--- config.mk ---
export PLATFORM = sky130hd
export DESIGN_NAME = pll_phase_offset_lock_detect
export DESIGN_NICKNAME = d
export VERILOG_FILES = /design/src/include/lockdet_pkg.sv /design/src/design/decim_divider.sv /design/src/design/lock_watchdog.sv /design/src/design/pll_phase_offset_lock_detect.sv
export SDC_FILE = /design/constraint.sdc
export NUM_CORES = 1
export LEC_CHECK = 0
export ABC_AREA = 1
export BUFFER_PORTS_ARGS = -buffer_cell sky130_fd_sc_hd__buf_2
export CORE_AREA = 2 2 150 226
export CTS_CLUSTER_DIAMETER = 200
export DETAILED_ROUTE_END_ITERATION = 6
export DIE_AREA = 0 0 152 228
export GPL_TIMING_DRIVEN = 0
export PLACE_DENSITY = 0.73
export SLEW_MARGIN = 20
export SYNTH_ARGS = -nofsm -noshare
export SYNTH_HDL_FRONTEND = slang
export SYNTH_SLANG_ARGS = --single-unit
--- constraint.sdc ---
create_clock -name i_core_clk -period 10.45 [get_ports i_core_clk]
set_input_delay 0.5225 -clock i_core_clk [delete_from_list [all_inputs] [get_ports i_core_clk]]
set_output_delay 0.5225 -clock i_core_clk [all_outputs]
set_load 0.005 [all_outputs]
--- src/include/lockdet_pkg.sv ---
package lockdet_pkg;

    // ==========================================================
    // Widths.
    localparam int SAMPLE_W  = 24;
    localparam int OFFSET_W  = 14;
    localparam int THRESH_W  = 32;
    localparam int XEXP_W    = 5;
    localparam int YEXP_W    = 3;
    localparam int PEXP_W    = 4;
    localparam int DIV_W     = 16;
    localparam int CNT_W     = 21;
    localparam int ADDR_W    = 8;
    localparam int DATA_W    = 32;
    localparam int IRQ_W     = 4;

    // ==========================================================
    // Register byte offsets.
    localparam logic [ADDR_W-1:0] ADDR_CTRL        = 8'h00;
    localparam logic [ADDR_W-1:0] ADDR_OFFSET      = 8'h04;
    localparam logic [ADDR_W-1:0] ADDR_PHASE_THR   = 8'h08;
    localparam logic [ADDR_W-1:0] ADDR_FREQ_THR    = 8'h0c;
    localparam logic [ADDR_W-1:0] ADDR_PHASE_WDOG  = 8'h10;
    localparam logic [ADDR_W-1:0] ADDR_FREQ_WDOG   = 8'h14;
    localparam logic [ADDR_W-1:0] ADDR_LOCK_STATUS = 8'h18;
    localparam logic [ADDR_W-1:0] ADDR_IRQ_STATUS  = 8'h1c;
    localparam logic [ADDR_W-1:0] ADDR_IRQ_MASK    = 8'h20;

    // ==========================================================
    // Field positions.
    localparam int WDOG_X_LSB  = 0;
    localparam int WDOG_Y_LSB  = 8;
    localparam int IRQ_PLOCK   = 0;
    localparam int IRQ_PUNLOCK = 1;
    localparam int IRQ_FLOCK   = 2;
    localparam int IRQ_FUNLOCK = 3;

    // ==========================================================
    // Reset values and constants.
    localparam logic [PEXP_W-1:0]   RST_PEXP   = 4'h0;
    localparam logic [OFFSET_W-1:0] RST_OFFSET = 14'h0000;
    localparam logic [THRESH_W-1:0] RST_THRESH = 32'h0000_0000;
    localparam logic [XEXP_W-1:0]   RST_X      = 5'h00;
    localparam logic [YEXP_W-1:0]   RST_Y      = 3'h0;
    localparam logic [IRQ_W-1:0]    RST_IRQ    = 4'h0;
    localparam logic [CNT_W-1:0]    CNT_ONE    = 21'h000001;
    localparam logic [DIV_W-1:0]    DIV_ONE    = 16'h0001;
    localparam logic [3:0]          Y_STEP     = 4'h1;

    // ==========================================================
    // Types.
    typedef struct packed {
        logic [YEXP_W-1:0] y;
        logic [XEXP_W-1:0] x;
    } wdog_cfg_t;

    typedef enum logic {
        ST_SEARCH = 1'b0,
        ST_LOCKED = 1'b1
    } lock_state_t;

endpackage : lockdet_pkg

--- src/design/decim_divider.sv ---
`timescale 1ns/100ps
module decim_divider (
    input  wire logic                          i_core_clk,
    input  wire logic                          i_srst,
    input  wire logic [lockdet_pkg::PEXP_W-1:0] i_pexp,
    output logic                               o_tick
);

    logic [lockdet_pkg::DIV_W-1:0] cnt_q;
    logic [lockdet_pkg::DIV_W-1:0] mask;

    // ==========================================================
    // Power-of-two divider.
    assign mask = (lockdet_pkg::DIV_ONE << i_pexp) - lockdet_pkg::DIV_ONE;

    always_ff @(posedge i_core_clk) begin
        if (i_srst) begin
            cnt_q  <= '0;
            o_tick <= 1'b0;
        end else begin
            cnt_q  <= cnt_q + lockdet_pkg::DIV_ONE;
            o_tick <= ((cnt_q & mask) == mask);
        end
    end

    a_div_by_two : assert property (@(posedge i_core_clk) disable iff (i_srst)
        (o_tick && i_pexp != '0 && $stable(i_pexp)) |=> !o_tick)
        else $error("Divider ticked twice in a row while dividing.");

endmodule : decim_divider

--- src/design/lock_watchdog.sv ---
`timescale 1ns/100ps
module lock_watchdog (
    input  wire logic                   i_core_clk,
    input  wire logic                   i_srst,
    input  wire logic                   i_tick,
    input  wire logic                   i_comp,
    input  wire lockdet_pkg::wdog_cfg_t i_cfg,
    output logic                        o_locked,
    output logic                        o_lock_evt,
    output logic                        o_unlock_evt
);

    lockdet_pkg::lock_state_t       state_q;
    logic                           comp_prev_q;
    logic [lockdet_pkg::CNT_W-1:0]  cnt_q;
    logic [lockdet_pkg::CNT_W-1:0]  target;
    logic [3:0]                     y_plus;
    logic                           qual;
    logic                           changed;
    logic                           hit;

    // ==========================================================
    // Run counter.
    assign y_plus  = {1'b0, i_cfg.y} + lockdet_pkg::Y_STEP;
    assign qual    = (state_q == lockdet_pkg::ST_SEARCH) ? i_comp : !i_comp;
    assign target  = (state_q == lockdet_pkg::ST_SEARCH) ?
                     (lockdet_pkg::CNT_ONE << i_cfg.x) :
                     (lockdet_pkg::CNT_ONE << y_plus);
    assign changed = (i_comp != comp_prev_q);
    assign hit     = i_tick && qual && !changed && ((cnt_q + lockdet_pkg::CNT_ONE) == target);

    always_ff @(posedge i_core_clk) begin
        if (i_srst) begin
            comp_prev_q <= 1'b0;
        end else begin
            comp_prev_q <= i_comp;
        end
    end

    // A change of the comparator restarts the run, so only unbroken runs count.
    always_ff @(posedge i_core_clk) begin
        if (i_srst || changed || hit) begin
            cnt_q <= '0;
        end else if (i_tick && qual) begin
            cnt_q <= cnt_q + lockdet_pkg::CNT_ONE;
        end
    end

    // ==========================================================
    // Lock state.
    always_ff @(posedge i_core_clk) begin
        if (i_srst) begin
            state_q      <= lockdet_pkg::ST_SEARCH;
            o_locked     <= 1'b0;
            o_lock_evt   <= 1'b0;
            o_unlock_evt <= 1'b0;
        end else begin
            o_lock_evt   <= hit && (state_q == lockdet_pkg::ST_SEARCH);
            o_unlock_evt <= hit && (state_q == lockdet_pkg::ST_LOCKED);
            if (hit) begin
                unique case (state_q)
                    lockdet_pkg::ST_SEARCH: begin
                        state_q  <= lockdet_pkg::ST_LOCKED;
                        o_locked <= 1'b1;
                    end
                    lockdet_pkg::ST_LOCKED: begin
                        state_q  <= lockdet_pkg::ST_SEARCH;
                        o_locked <= 1'b0;
                    end
                endcase
            end
        end
    end

    a_lock_on_true : assert property (@(posedge i_core_clk) disable iff (i_srst)
        $rose(o_locked) |-> $past(i_comp) && $past(i_tick) && o_lock_evt)
        else $error("Lock rose without a true comparator and a tick.");
    a_lock_holds : assert property (@(posedge i_core_clk) disable iff (i_srst)
        $fell(o_locked) |-> o_unlock_evt && !$past(i_comp, 2))
        else $error("Lock fell without an unlock event.");
    // Even the shortest unlock window needs a comparator change and two further ticks.
    a_unlock_wait : assert property (@(posedge i_core_clk) disable iff (i_srst)
        (o_unlock_evt && $stable(i_cfg)) |-> !$past(o_lock_evt) && !$past(o_lock_evt, 2))
        else $error("Unlock declared after fewer than two periods.");

endmodule : lock_watchdog

--- src/design/pll_phase_offset_lock_detect.sv ---
`timescale 1ns/100ps
module pll_phase_offset_lock_detect (
    input  wire logic                              i_core_clk,
    input  wire logic                              i_srst,
    input  wire logic [lockdet_pkg::SAMPLE_W-1:0]  i_pd_sample,
    input  wire logic                              i_pd_valid,
    input  wire logic [lockdet_pkg::ADDR_W-1:0]    i_addr,
    input  wire logic [lockdet_pkg::DATA_W-1:0]    i_wdata,
    input  wire logic                              i_wr,
    input  wire logic                              i_rd,
    output logic      [lockdet_pkg::DATA_W-1:0]    o_rdata_q,
    output logic      [lockdet_pkg::SAMPLE_W-1:0]  o_pd_adj_q,
    output logic                                   o_pd_adj_valid_q,
    output logic                                   o_phase_lock,
    output logic                                   o_freq_lock,
    output logic                                   o_irq_q
);

    localparam int MAG_W = lockdet_pkg::SAMPLE_W + 1;

    logic [lockdet_pkg::PEXP_W-1:0]   pexp_q;
    logic [lockdet_pkg::OFFSET_W-1:0] offset_q;
    logic [lockdet_pkg::THRESH_W-1:0] phase_thr_q;
    logic [lockdet_pkg::THRESH_W-1:0] freq_thr_q;
    lockdet_pkg::wdog_cfg_t           phase_cfg_q;
    lockdet_pkg::wdog_cfg_t           freq_cfg_q;
    logic [lockdet_pkg::IRQ_W-1:0]    irq_stat_q;
    logic [lockdet_pkg::IRQ_W-1:0]    irq_mask_q;
    logic [lockdet_pkg::IRQ_W-1:0]    irq_evt;
    logic [lockdet_pkg::SAMPLE_W-1:0] adj;
    logic [lockdet_pkg::SAMPLE_W-1:0] prev_q;
    logic                             prev_valid_q;
    logic [MAG_W-1:0]                 diff;
    logic                             phase_comp_q;
    logic                             freq_comp_q;
    logic                             tick;
    logic                             p_lock_evt;
    logic                             p_unlock_evt;
    logic                             f_lock_evt;
    logic                             f_unlock_evt;
    logic                             rd_irq;
    logic [lockdet_pkg::DATA_W-1:0]   rd_mux;

    // ==========================================================
    // Helpers.
    function automatic logic [lockdet_pkg::THRESH_W-1:0] mag32(input logic [MAG_W-1:0] v);
        logic [MAG_W-1:0] a;
        a = v[MAG_W-1] ? (~v + {{(MAG_W-1){1'b0}}, 1'b1}) : v;
        return {{(lockdet_pkg::THRESH_W-MAG_W){1'b0}}, a};
    endfunction : mag32

    function automatic logic hit_addr(input logic [lockdet_pkg::ADDR_W-1:0] a,
                                      input logic [lockdet_pkg::ADDR_W-1:0] b);
        return (a == b);
    endfunction : hit_addr

    // ==========================================================
    // Register writes.
    always_ff @(posedge i_core_clk) begin
        if (i_srst) begin
            pexp_q      <= lockdet_pkg::RST_PEXP;
            offset_q    <= lockdet_pkg::RST_OFFSET;
            phase_thr_q <= lockdet_pkg::RST_THRESH;
            freq_thr_q  <= lockdet_pkg::RST_THRESH;
            phase_cfg_q <= '{y: lockdet_pkg::RST_Y, x: lockdet_pkg::RST_X};
            freq_cfg_q  <= '{y: lockdet_pkg::RST_Y, x: lockdet_pkg::RST_X};
            irq_mask_q  <= lockdet_pkg::RST_IRQ;
        end else if (i_wr) begin
            if (hit_addr(i_addr, lockdet_pkg::ADDR_CTRL)) begin
                pexp_q <= i_wdata[lockdet_pkg::PEXP_W-1:0];
            end
            if (hit_addr(i_addr, lockdet_pkg::ADDR_OFFSET)) begin
                offset_q <= i_wdata[lockdet_pkg::OFFSET_W-1:0];
            end
            if (hit_addr(i_addr, lockdet_pkg::ADDR_PHASE_THR)) begin
                phase_thr_q <= i_wdata;
            end
            if (hit_addr(i_addr, lockdet_pkg::ADDR_FREQ_THR)) begin
                freq_thr_q <= i_wdata;
            end
            if (hit_addr(i_addr, lockdet_pkg::ADDR_PHASE_WDOG)) begin
                phase_cfg_q.x <= i_wdata[lockdet_pkg::WDOG_X_LSB +: lockdet_pkg::XEXP_W];
                phase_cfg_q.y <= i_wdata[lockdet_pkg::WDOG_Y_LSB +: lockdet_pkg::YEXP_W];
            end
            if (hit_addr(i_addr, lockdet_pkg::ADDR_FREQ_WDOG)) begin
                freq_cfg_q.x <= i_wdata[lockdet_pkg::WDOG_X_LSB +: lockdet_pkg::XEXP_W];
                freq_cfg_q.y <= i_wdata[lockdet_pkg::WDOG_Y_LSB +: lockdet_pkg::YEXP_W];
            end
            if (hit_addr(i_addr, lockdet_pkg::ADDR_IRQ_MASK)) begin
                irq_mask_q <= i_wdata[lockdet_pkg::IRQ_W-1:0];
            end
        end
    end

    // ==========================================================
    // Offset adder.
    // The sum wraps; software keeps the offset in 12 signed bits so it never nears the edge.
    assign adj = i_pd_sample + {{(lockdet_pkg::SAMPLE_W-lockdet_pkg::OFFSET_W)
                 {offset_q[lockdet_pkg::OFFSET_W-1]}}, offset_q};

    always_ff @(posedge i_core_clk) begin
        if (i_srst) begin
            o_pd_adj_q       <= '0;
            o_pd_adj_valid_q <= 1'b0;
        end else begin
            o_pd_adj_valid_q <= i_pd_valid;
            if (i_pd_valid) begin
                o_pd_adj_q <= adj;
            end
        end
    end

    // ==========================================================
    // Comparators.
    assign diff = {adj[lockdet_pkg::SAMPLE_W-1], adj} -
                  {prev_q[lockdet_pkg::SAMPLE_W-1], prev_q};

    always_ff @(posedge i_core_clk) begin
        if (i_srst) begin
            prev_q       <= '0;
            prev_valid_q <= 1'b0;
        end else if (i_pd_valid) begin
            prev_q       <= adj;
            prev_valid_q <= 1'b1;
        end
    end

    always_ff @(posedge i_core_clk) begin
        if (i_srst) begin
            phase_comp_q <= 1'b0;
        end else if (i_pd_valid) begin
            phase_comp_q <= (mag32({adj[lockdet_pkg::SAMPLE_W-1], adj}) <= phase_thr_q);
        end
    end

    // The first sample has no predecessor, so frequency qualification starts one sample later.
    always_ff @(posedge i_core_clk) begin
        if (i_srst) begin
            freq_comp_q <= 1'b0;
        end else if (i_pd_valid) begin
            freq_comp_q <= prev_valid_q && (mag32(diff) <= freq_thr_q);
        end
    end

    // ==========================================================
    // Decimated clock and watchdogs.
    decim_divider u_div (
        .i_core_clk (i_core_clk),
        .i_srst     (i_srst),
        .i_pexp     (pexp_q),
        .o_tick     (tick)
    );

    lock_watchdog u_phase_wd (
        .i_core_clk   (i_core_clk),
        .i_srst       (i_srst),
        .i_tick       (tick),
        .i_comp       (phase_comp_q),
        .i_cfg        (phase_cfg_q),
        .o_locked     (o_phase_lock),
        .o_lock_evt   (p_lock_evt),
        .o_unlock_evt (p_unlock_evt)
    );

    lock_watchdog u_freq_wd (
        .i_core_clk   (i_core_clk),
        .i_srst       (i_srst),
        .i_tick       (tick),
        .i_comp       (freq_comp_q),
        .i_cfg        (freq_cfg_q),
        .o_locked     (o_freq_lock),
        .o_lock_evt   (f_lock_evt),
        .o_unlock_evt (f_unlock_evt)
    );

    // ==========================================================
    // Interrupts.
    always_comb begin
        irq_evt                           = '0;
        irq_evt[lockdet_pkg::IRQ_PLOCK]   = p_lock_evt;
        irq_evt[lockdet_pkg::IRQ_PUNLOCK] = p_unlock_evt;
        irq_evt[lockdet_pkg::IRQ_FLOCK]   = f_lock_evt;
        irq_evt[lockdet_pkg::IRQ_FUNLOCK] = f_unlock_evt;
    end

    assign rd_irq = i_rd && hit_addr(i_addr, lockdet_pkg::ADDR_IRQ_STATUS);

    // A read clears the status, but an event in the same cycle survives it.
    always_ff @(posedge i_core_clk) begin
        if (i_srst) begin
            irq_stat_q <= lockdet_pkg::RST_IRQ;
        end else begin
            irq_stat_q <= (rd_irq ? '0 : irq_stat_q) | irq_evt;
        end
    end

    always_ff @(posedge i_core_clk) begin
        if (i_srst) begin
            o_irq_q <= 1'b0;
        end else begin
            o_irq_q <= |(((rd_irq ? '0 : irq_stat_q) | irq_evt) & irq_mask_q);
        end
    end

    // ==========================================================
    // Register reads.
    always_comb begin
        rd_mux = '0;
        unique case (i_addr)
            lockdet_pkg::ADDR_CTRL:        rd_mux[lockdet_pkg::PEXP_W-1:0] = pexp_q;
            lockdet_pkg::ADDR_OFFSET:      rd_mux[lockdet_pkg::OFFSET_W-1:0] = offset_q;
            lockdet_pkg::ADDR_PHASE_THR:   rd_mux = phase_thr_q;
            lockdet_pkg::ADDR_FREQ_THR:    rd_mux = freq_thr_q;
            lockdet_pkg::ADDR_PHASE_WDOG: begin
                rd_mux[lockdet_pkg::WDOG_X_LSB +: lockdet_pkg::XEXP_W] = phase_cfg_q.x;
                rd_mux[lockdet_pkg::WDOG_Y_LSB +: lockdet_pkg::YEXP_W] = phase_cfg_q.y;
            end
            lockdet_pkg::ADDR_FREQ_WDOG: begin
                rd_mux[lockdet_pkg::WDOG_X_LSB +: lockdet_pkg::XEXP_W] = freq_cfg_q.x;
                rd_mux[lockdet_pkg::WDOG_Y_LSB +: lockdet_pkg::YEXP_W] = freq_cfg_q.y;
            end
            lockdet_pkg::ADDR_LOCK_STATUS: rd_mux[1:0] = {o_freq_lock, o_phase_lock};
            lockdet_pkg::ADDR_IRQ_STATUS:  rd_mux[lockdet_pkg::IRQ_W-1:0] = irq_stat_q;
            lockdet_pkg::ADDR_IRQ_MASK:    rd_mux[lockdet_pkg::IRQ_W-1:0] = irq_mask_q;
            default:                       rd_mux = '0;
        endcase
    end

    always_ff @(posedge i_core_clk) begin
        if (i_srst) begin
            o_rdata_q <= '0;
        end else begin
            o_rdata_q <= i_rd ? rd_mux : '0;
        end
    end

    // ==========================================================
    // Checks.
    a_offset_added : assert property (@(posedge i_core_clk) disable iff (i_srst)
        i_pd_valid |=> o_pd_adj_q == $past(i_pd_sample) +
        {{(lockdet_pkg::SAMPLE_W-lockdet_pkg::OFFSET_W)
        {$past(offset_q[lockdet_pkg::OFFSET_W-1])}}, $past(offset_q)})
        else $error("Adjusted sample does not carry the signed offset.");
    a_phase_compare : assert property (@(posedge i_core_clk) disable iff (i_srst)
        (i_pd_valid && mag32({adj[lockdet_pkg::SAMPLE_W-1], adj}) > phase_thr_q)
        |=> !phase_comp_q)
        else $error("Phase comparator true above threshold.");
    a_phase_within : assert property (@(posedge i_core_clk) disable iff (i_srst)
        (i_pd_valid && mag32({adj[lockdet_pkg::SAMPLE_W-1], adj}) <= phase_thr_q)
        |=> phase_comp_q)
        else $error("Phase comparator false within threshold.");
    a_freq_compare : assert property (@(posedge i_core_clk) disable iff (i_srst)
        (i_pd_valid && prev_valid_q && mag32(diff) > freq_thr_q) |=> !freq_comp_q)
        else $error("Frequency comparator true above threshold.");
    a_irq_level : assert property (@(posedge i_core_clk) disable iff (i_srst)
        (p_lock_evt && irq_mask_q[lockdet_pkg::IRQ_PLOCK] && $stable(irq_mask_q))
        |=> o_irq_q && irq_stat_q[lockdet_pkg::IRQ_PLOCK])
        else $error("Lock event did not raise the interrupt.");

endmodule : pll_phase_offset_lock_detect

==> reports/qor.csv, run 1 <==
metric,value,unit
run status,completed,
Final Skew,0.01524,ns
antenna violations before repair,1,
Maximum Capacitance Violations,0,
Worst Path Max Fanout,13,
io pins,129,
Resized cells post-CTS,0,
Peak VDD IR,0.0001333,V
largest family of logic cells by synthesized area,simple AND/OR/NAND/NOR gates,
Clock power frac,35.3,%
TNS Setup,0,ns
Post-synth ARST share,0,%
Final #Nets,3334,
unrepaired setup endpoints after global routing,false,
1st-iter DRT viols,1308,
CTS HTree Levels,1,
Worst-path clk slew,0.07,ns
vias in the first global route,19670,
DRT Pass-1 Iters,6,
peak per-stage delay on the critical path,0.72,ns
Die Span Y,228,microns
total setup buffers inserted after CTS,0,
Final Hold Viols,0,
switching portion of total power,34.56,%
Final Wtd Congestion,1.008,
Worst-Margin Slew,0.7561,ns
clock sink count,233,
share of the synthesized area in the top cell type,26.18,%
die width,152,microns
Layout area overhead,11.02,%
Synth Register Bits,233,
Post-Route WL,64150,microns
Clock Latency Late Sink,0.56,ns
ys flop type,dfxtp_1,
CTS max path bufs,3,
Row Count,82,
"commonest non-fill, non-tap cell in the layout",nand2_1,
synthesis warning total,0,
CP max stage cell,dfxtp_1,
clock root cell,clkbuf_16,
sw power,860.0,uW
post-synth top area cell,dfxtp_1,
via count,20070,
Post-Synth Simple-Gate Area,36.97,%
"Data required, critical path",10.90,ns
initial core utilization,54.10,%
Seq pwr share,37.5,%
fmax,152.7,MHz
Tot Pwr,2489,uW
syn nets,3179,
Worst Hold Class,in -> reg,
normalized max-slew margin,49.59,%
# DRC,0,
Critical Path Source Type,flop,
most frequent cells in the layout,"856 x nand2_1, 445 x inv_1, 389 x nor2_1",
synth top area cells,"dfxtp_1 26%, nand2_1 18%, inv_1 9.4%",
IO Port Bufs,128,
XOR/XNOR share of the synthesized area,2.605,%
Post-DP HPWL,52600,microns
critical path class,reg -> reg,
Total GRT Usage,35.88,%
multiplexer share of the synthesized area,0.1685,%
Post-Syn Area,17820,sq um
number of flops mapped to enable cells by yosys,0,
largest net degree at the start of global routing,15,
cell mode on critical path,nand2_1,
fin crit share,62.68,%
core area,32930,sq um
Slew Limit Fails,0,
Pint,1629,uW
post-synthesis compound-gate area fraction,14.96,%
Syn Inst Count,3003,
LEAKAGE,0.009870,uW
PwrDens,125.8,nW/um^2
Final Setup Violations,0,
Avg Inst Size Synth,5.934,sq um
"Remaining Overflow, GRT",0,
vias per cell,5.579,
Tmin final,6.550,ns
WP data arrival,7.00,ns
CP endpoint kind,flop,
die area,34660,sq um
per-cell routed wire length,17.83,microns
Combinational Power Share,27.2,%
post-synth cell types,53,
"Seq/Total Area, Yosys",26.18,%
first-pass GRT wire length,99440,microns
CTS tree,done,
layout cell share with drive strength beyond 1,7.084,%
Hold Buf Count CTS,0,
post-route ant nets,0,
post-synthesis adder-cell area fraction,7.598,%
number of buffers created by CTS,25,
-- area by class of cell --
| type | count | area [sq um] |
|---|---|---|
| inverter | 453 | 1703 |
| buffer | 67 | 346.6 |
| fill | 3326 | 13150 |
| sequential | 233 | 4664 |
| antenna | 1 | 2.502 |
| tap | 420 | 525.5 |
| clock inverter | 12 | 108.9 |
| timing repair buffer | 128 | 640.6 |
| multi-input combinational | 2250 | 11100 |
| clock buffer | 33 | 685.7 |
-- logic make-up (layout without fill, tap and decap cells) --
family | Yosys count | count (layout)
simple gates | 1582 | 1582
fa+ha+maj | 107 | 107
buf+inv | 520 | 693
flops | 233 | 233
compound gates | 504 | 504
other cells | 1 | 2
mux | 3 | 3
xor+xnor | 53 | 53
-- cells in the mapped netlist, types with 2 or more instances --
library cell	count
clkinv_1	5
nor2_4	3
nand2_2	5
nand2_1	856
dfxtp_1	233
o21ai_0	230
nand3b_1	16
nor3_2	2
buf_2	8
a221oi_1	7
and2_1	6
ha_1	105
o21ai_1	8
mux2i_1	3
nand3_1	185
o2111ai_1	4
nor3b_1	3
or2_2	2
nand4_1	53
buf_4	3
o21bai_1	5
nor4_1	4
a211oi_1	4
a21oi_1	209
inv_2	2
nor2_1	389
a31oi_1	10
nand2_4	2
clkbuf_1	46
fa_1	2
o21a_1	2
inv_1	445
o21ai_2	2
nor2_2	16
buf_6	7
xor2_1	45
o211ai_1	3
nor3_1	37
xnor2_1	8
o221ai_1	5
o22ai_1	11
-- state kept, by name, indices dropped and copies added (netlist names), 4 cells and up --
| signal | count |
|---|---|
| freq_thr_q | 32 |
| o_rdata_q | 32 |
| phase_thr_q | 32 |
| prev_q | 24 |
| u_freq_wd.cnt_q | 21 |
| u_phase_wd.cnt_q | 21 |
| u_div.cnt_q | 15 |
| offset_q | 14 |
| freq_cfg_q | 8 |
| phase_cfg_q | 8 |
| irq_mask_q | 4 |
| irq_stat_q | 4 |
| pexp_q | 4 |
-- routing by layer --
metal	vias up	GRT usage, %	part of all wire [%]	wire length [microns]
met5	-	0	0	0
met1	9066	33.34	34	21700
met2	739	67.31	51	32470
met4	0	32.01	10	6616
met3	317	4.920	5.2	3365
li1	9944	-	-	-
-- power by group through the flow --
| stage | registers, uW | clock network [uW] | logic, uW |
|---|---|---|---|
| 2_1_floorplan | 946 | 0 | 468 |
| 3_3_place_gp | 951 | 0 | 649 |
| 3_5_place_dp | 951 | 0 | 665 |
| 4_1_cts | 932 | 884 | 669 |
| 5_1_grt | 934 | 915 | 768 |
| 6_report | 933 | 879 | 677 |
-- critical path: cells and delay by family (launching register included) --
family          cells  cell delay [ns]
compound gates      7             1.28
fa+ha+maj           3             1.10
flops               1             0.72
simple gates       16             2.25
buf+inv             3             1.05
-- metrics by stage --
step           instance area (sq um)  util (%)  setup slack, ns  hold slack (ns)  instances
6_report                       19780     60.06            3.900           0.2367       3597
3_5_place_dp                   18980     57.64            3.877           0.4424       3551
5_1_grt                        19780     60.06            3.430           0.2255       3596
2_1_floorplan                  17820         -            5.896           0.4240       3003
4_1_cts                        19780     60.06            3.999           0.2215       3596
3_3_place_gp                   18980     57.64            3.952           0.4395       3551
-- path summary, 6_finish.rpt --
path	cells past startpoint	from	endpoint	slack [ns]
setup reg to reg	29	offset_q[13]$_SDFFE_PP0P_	freq_comp_q$_SDFFE_PP0P_	3.90
setup / recovery	29	offset_q[13]$_SDFFE_PP0P_	freq_comp_q$_SDFFE_PP0P_	3.90
hold reg to reg	2	prev_valid_q$_SDFFE_PP0P_	prev_valid_q$_SDFFE_PP0P_	0.46
hold / removal	3	i_wdata[30]	phase_thr_q[30]$_SDFFE_PP0P_	0.24
No activity file was read; power rests on OpenSTA's default activity.
==> run 2, diff against run 1 <==
--- a/config.mk
+++ b/config.mk
@@ -12,7 +12,7 @@
 export DETAILED_ROUTE_END_ITERATION = 6
 export DIE_AREA = 0 0 152 228
 export GPL_TIMING_DRIVEN = 0
-export PLACE_DENSITY = 0.73
+export PLACE_DENSITY = 0.76
 export SLEW_MARGIN = 20
 export SYNTH_ARGS = -nofsm -noshare
 export SYNTH_HDL_FRONTEND = slang
==> constraint.sdc (replaced) <==
create_clock -name i_core_clk -period 5.78 [get_ports i_core_clk]
set_input_delay 0.289 -clock i_core_clk [delete_from_list [all_inputs] [get_ports i_core_clk]]
set_output_delay 0.289 -clock i_core_clk [all_outputs]
set_load 0.005 [all_outputs]
==> run 2 against run 1 <==
Net effect: hold slack worse by 0.23 ns; worst setup slack worse by 3.5 ns; final area is 0.97% higher; wire length is 0.71% lower; first-iteration DRC count is 9.1% lower; critical path depth is 2 higher; count of clock-buffer cells in the layout is 2 lower; power is 84% higher; fmax is 21% higher; sequential power is 80% higher; the flow now finishes with violations (design-rule violations).
==> reports/qor.csv, run 2 (same netlist as run 1, synthesis figures left out) <==
metric,value,unit,change
CP max stage cell,dfxtp_4,,
Final #Nets,3337,,+0.090%
Die Span Y,228,microns,unchanged
number of buffers created by CTS,24,,-4.0%
Largest regs,"freq_thr_q: 32 flops, o_rdata_q: 32 flops, phase_thr_q: 32 flops",,
Critical Path Source Type,flop,,
vias per cell,5.560,,-0.33%
CP startpoint,offset_q[13]$_SDFFE_PP0P_,,
"commonest non-fill, non-tap cell in the layout",nand2_1,,
Total GRT Usage,35.59,%,-0.29 points
Maximum Capacitance Violations,0,,unchanged
Multi-input gate area,11230,sq um,+1.1%
CTS max path bufs,3,,unchanged
most frequent cells in the layout,"849 x nand2_1, 445 x inv_1, 386 x nor2_1",,
antenna violations before repair,1,,unchanged
clock sink count,233,,unchanged
Post-DP HPWL,52350,microns,-0.47%
via count,20020,,-0.24%
Worst Hold Class,in -> reg,,
Final Wtd Congestion,1.051,,+4.3%
"Data required, critical path",6.21,ns,-4.69 ns
Seq pwr share,36.8,%,-0.7 points
Final Setup Violations,0,,unchanged
FF/Latch Area,4668,sq um,about the same
die width,152,microns,unchanged
layout cell share with drive strength beyond 1,8.116,%,+1.0 points
"Remaining Overflow, GRT",0,,unchanged
PwrDens,228.9,nW/um^2,+82%
Slew Limit Fails,0,,unchanged
first-pass GRT wire length,99080,microns,-0.36%
WP data arrival,5.84,ns,-1.16 ns
sw power,1567,uW,+82%
Pint,3005,uW,+85%
normalized max-slew margin,47.18,%,-2.4 points
per-cell routed wire length,17.69,microns,-0.79%
critical path class,reg -> reg,,
cell mode on critical path,nand2_1,,
Tmin final,5.409,ns,-1.141 ns
die area,34660,sq um,unchanged
core area,32930,sq um,unchanged
Final Hold Viols,0,,unchanged
run status,"complete, but fails checks",,
Layout area overhead,12.09,%,
reg2reg path depth,31,,+6.9%
IO Port Bufs,128,,unchanged
Post-Route WL,63690,microns,-0.71%
Clock Latency Late Sink,0.54,ns,-0.02 ns
Hold Slack,0.009385,ns,-0.2273 ns
Combinational Power Share,27.3,%,about the same
post-route ant nets,0,,unchanged
hold path start,i_wdata[26],,
Worst-Margin Slew,0.7923,ns,+0.03618 ns
switching portion of total power,34.27,%,-0.29 points
CTS HTree Levels,1,,unchanged
Worst Path Max Fanout,13,,unchanged
Row Count,82,,unchanged
fin crit share,93.57,%,+31 points
largest net degree at the start of global routing,15,,unchanged
peak per-stage delay on the critical path,0.45,ns,-0.27 ns
DRT Pass-1 Iters,7,,+1
Hold Path Stages,3,,unchanged
initial core utilization,54.10,%,unchanged
Hold Buf Count CTS,0,,unchanged
Worst-path clk slew,0.07,ns,about the same
vias in the first global route,19670,,-0.020%
CTS tree,done,,
Peak VDD IR,0.0002914,V,+120%
CP endpoint kind,flop,,
Layout fillers,3330,,+0.12%
1st-iter DRT viols,1189,,-9.1%
clock root cell,clkbuf_16,,
fmax,184.9,MHz,+21%
Clock power frac,35.8,%,+0.5 points
Final Skew,0.01083,ns,-0.004406 ns
io pins,129,,unchanged
fin util,60.65,%,+0.58 points
# DRC,1,,+1
failing checks,design-rule violations,,
LEAKAGE,0.009917,uW,+0.48%
worst r2r src,offset_q[13]$_SDFFE_PP0P_,,
run 2: timing repair:
item,4_1_cts,5_1_grt
pin swaps,0,1
cloned,0,1
resized for setup,5,37
buffers inserted,0,3
endpoints found under the setup margin,1,1
run 2: routing by layer:
layer	up-vias	wire length (microns)	track usage (%)
met4	2	6631	31.83
li1	9952	-	-
met5	-	19	0
met3	309	2987	4.274
met1	9069	21550	33.39
met2	685	32500	66.81
run 2: path summary, 6_finish.rpt:
kind | to | slack, ns
hold reg to reg | prev_valid_q$_SDFFE_PP0P_ | 0.46
hold / removal | freq_thr_q[26]$_SDFFE_PP0P_ | 0.009
setup reg to reg | freq_comp_q$_SDFFE_PP0P_ | 0.37
setup / recovery | freq_comp_q$_SDFFE_PP0P_ | 0.37
run 2: cell type report:
class	instances	area share, %
buffer	67	1.792
antenna	1	0.01253
multi-input combinational	2250	56.22
clock buffer	31	3.445
clock inverter	13	0.6264
timing repair inverter	1	0.03759
timing repair buffer	131	3.320
inverter	453	8.545
tap	420	2.631
sequential	233	23.37
run 2: stage by stage:
stage | setup TNS, ns | instance area, sq um | cells | total power (uW) | worst slack (ns)
floorplan | 0 | 17820 | 3003 | 2555 | 1.292
global placement | -0.6271 | 18980 | 3551 | 2884 | -0.6271
detailed placement | -0.7355 | 18980 | 3551 | 2915 | -0.7355
CTS | 0 | 19820 | 3595 | 4543 | 0.005970
global route | -0.03129 | 19970 | 3599 | 4803 | -0.03129
finish | 0 | 19970 | 3600 | 4572 | 0.3715
run 2: power by group through the flow:
stage	combinational [uW]	sequential, uW	clock (uW)
floorplan	845	1710	0
global placement	1170	1720	0
detailed placement	1200	1720	0
CTS	1210	1680	1650
global route	1400	1690	1710
finish	1250	1680	1640
run 2: critical path: cells and delay by family, from the launching register on:
family	cells	cell delay (ns)
compound gates	9	1.53
simple gates	14	1.47
fa+ha+maj	3	0.91
buf+inv	4	0.78
flops	1	0.45
xor+xnor	1	0.12
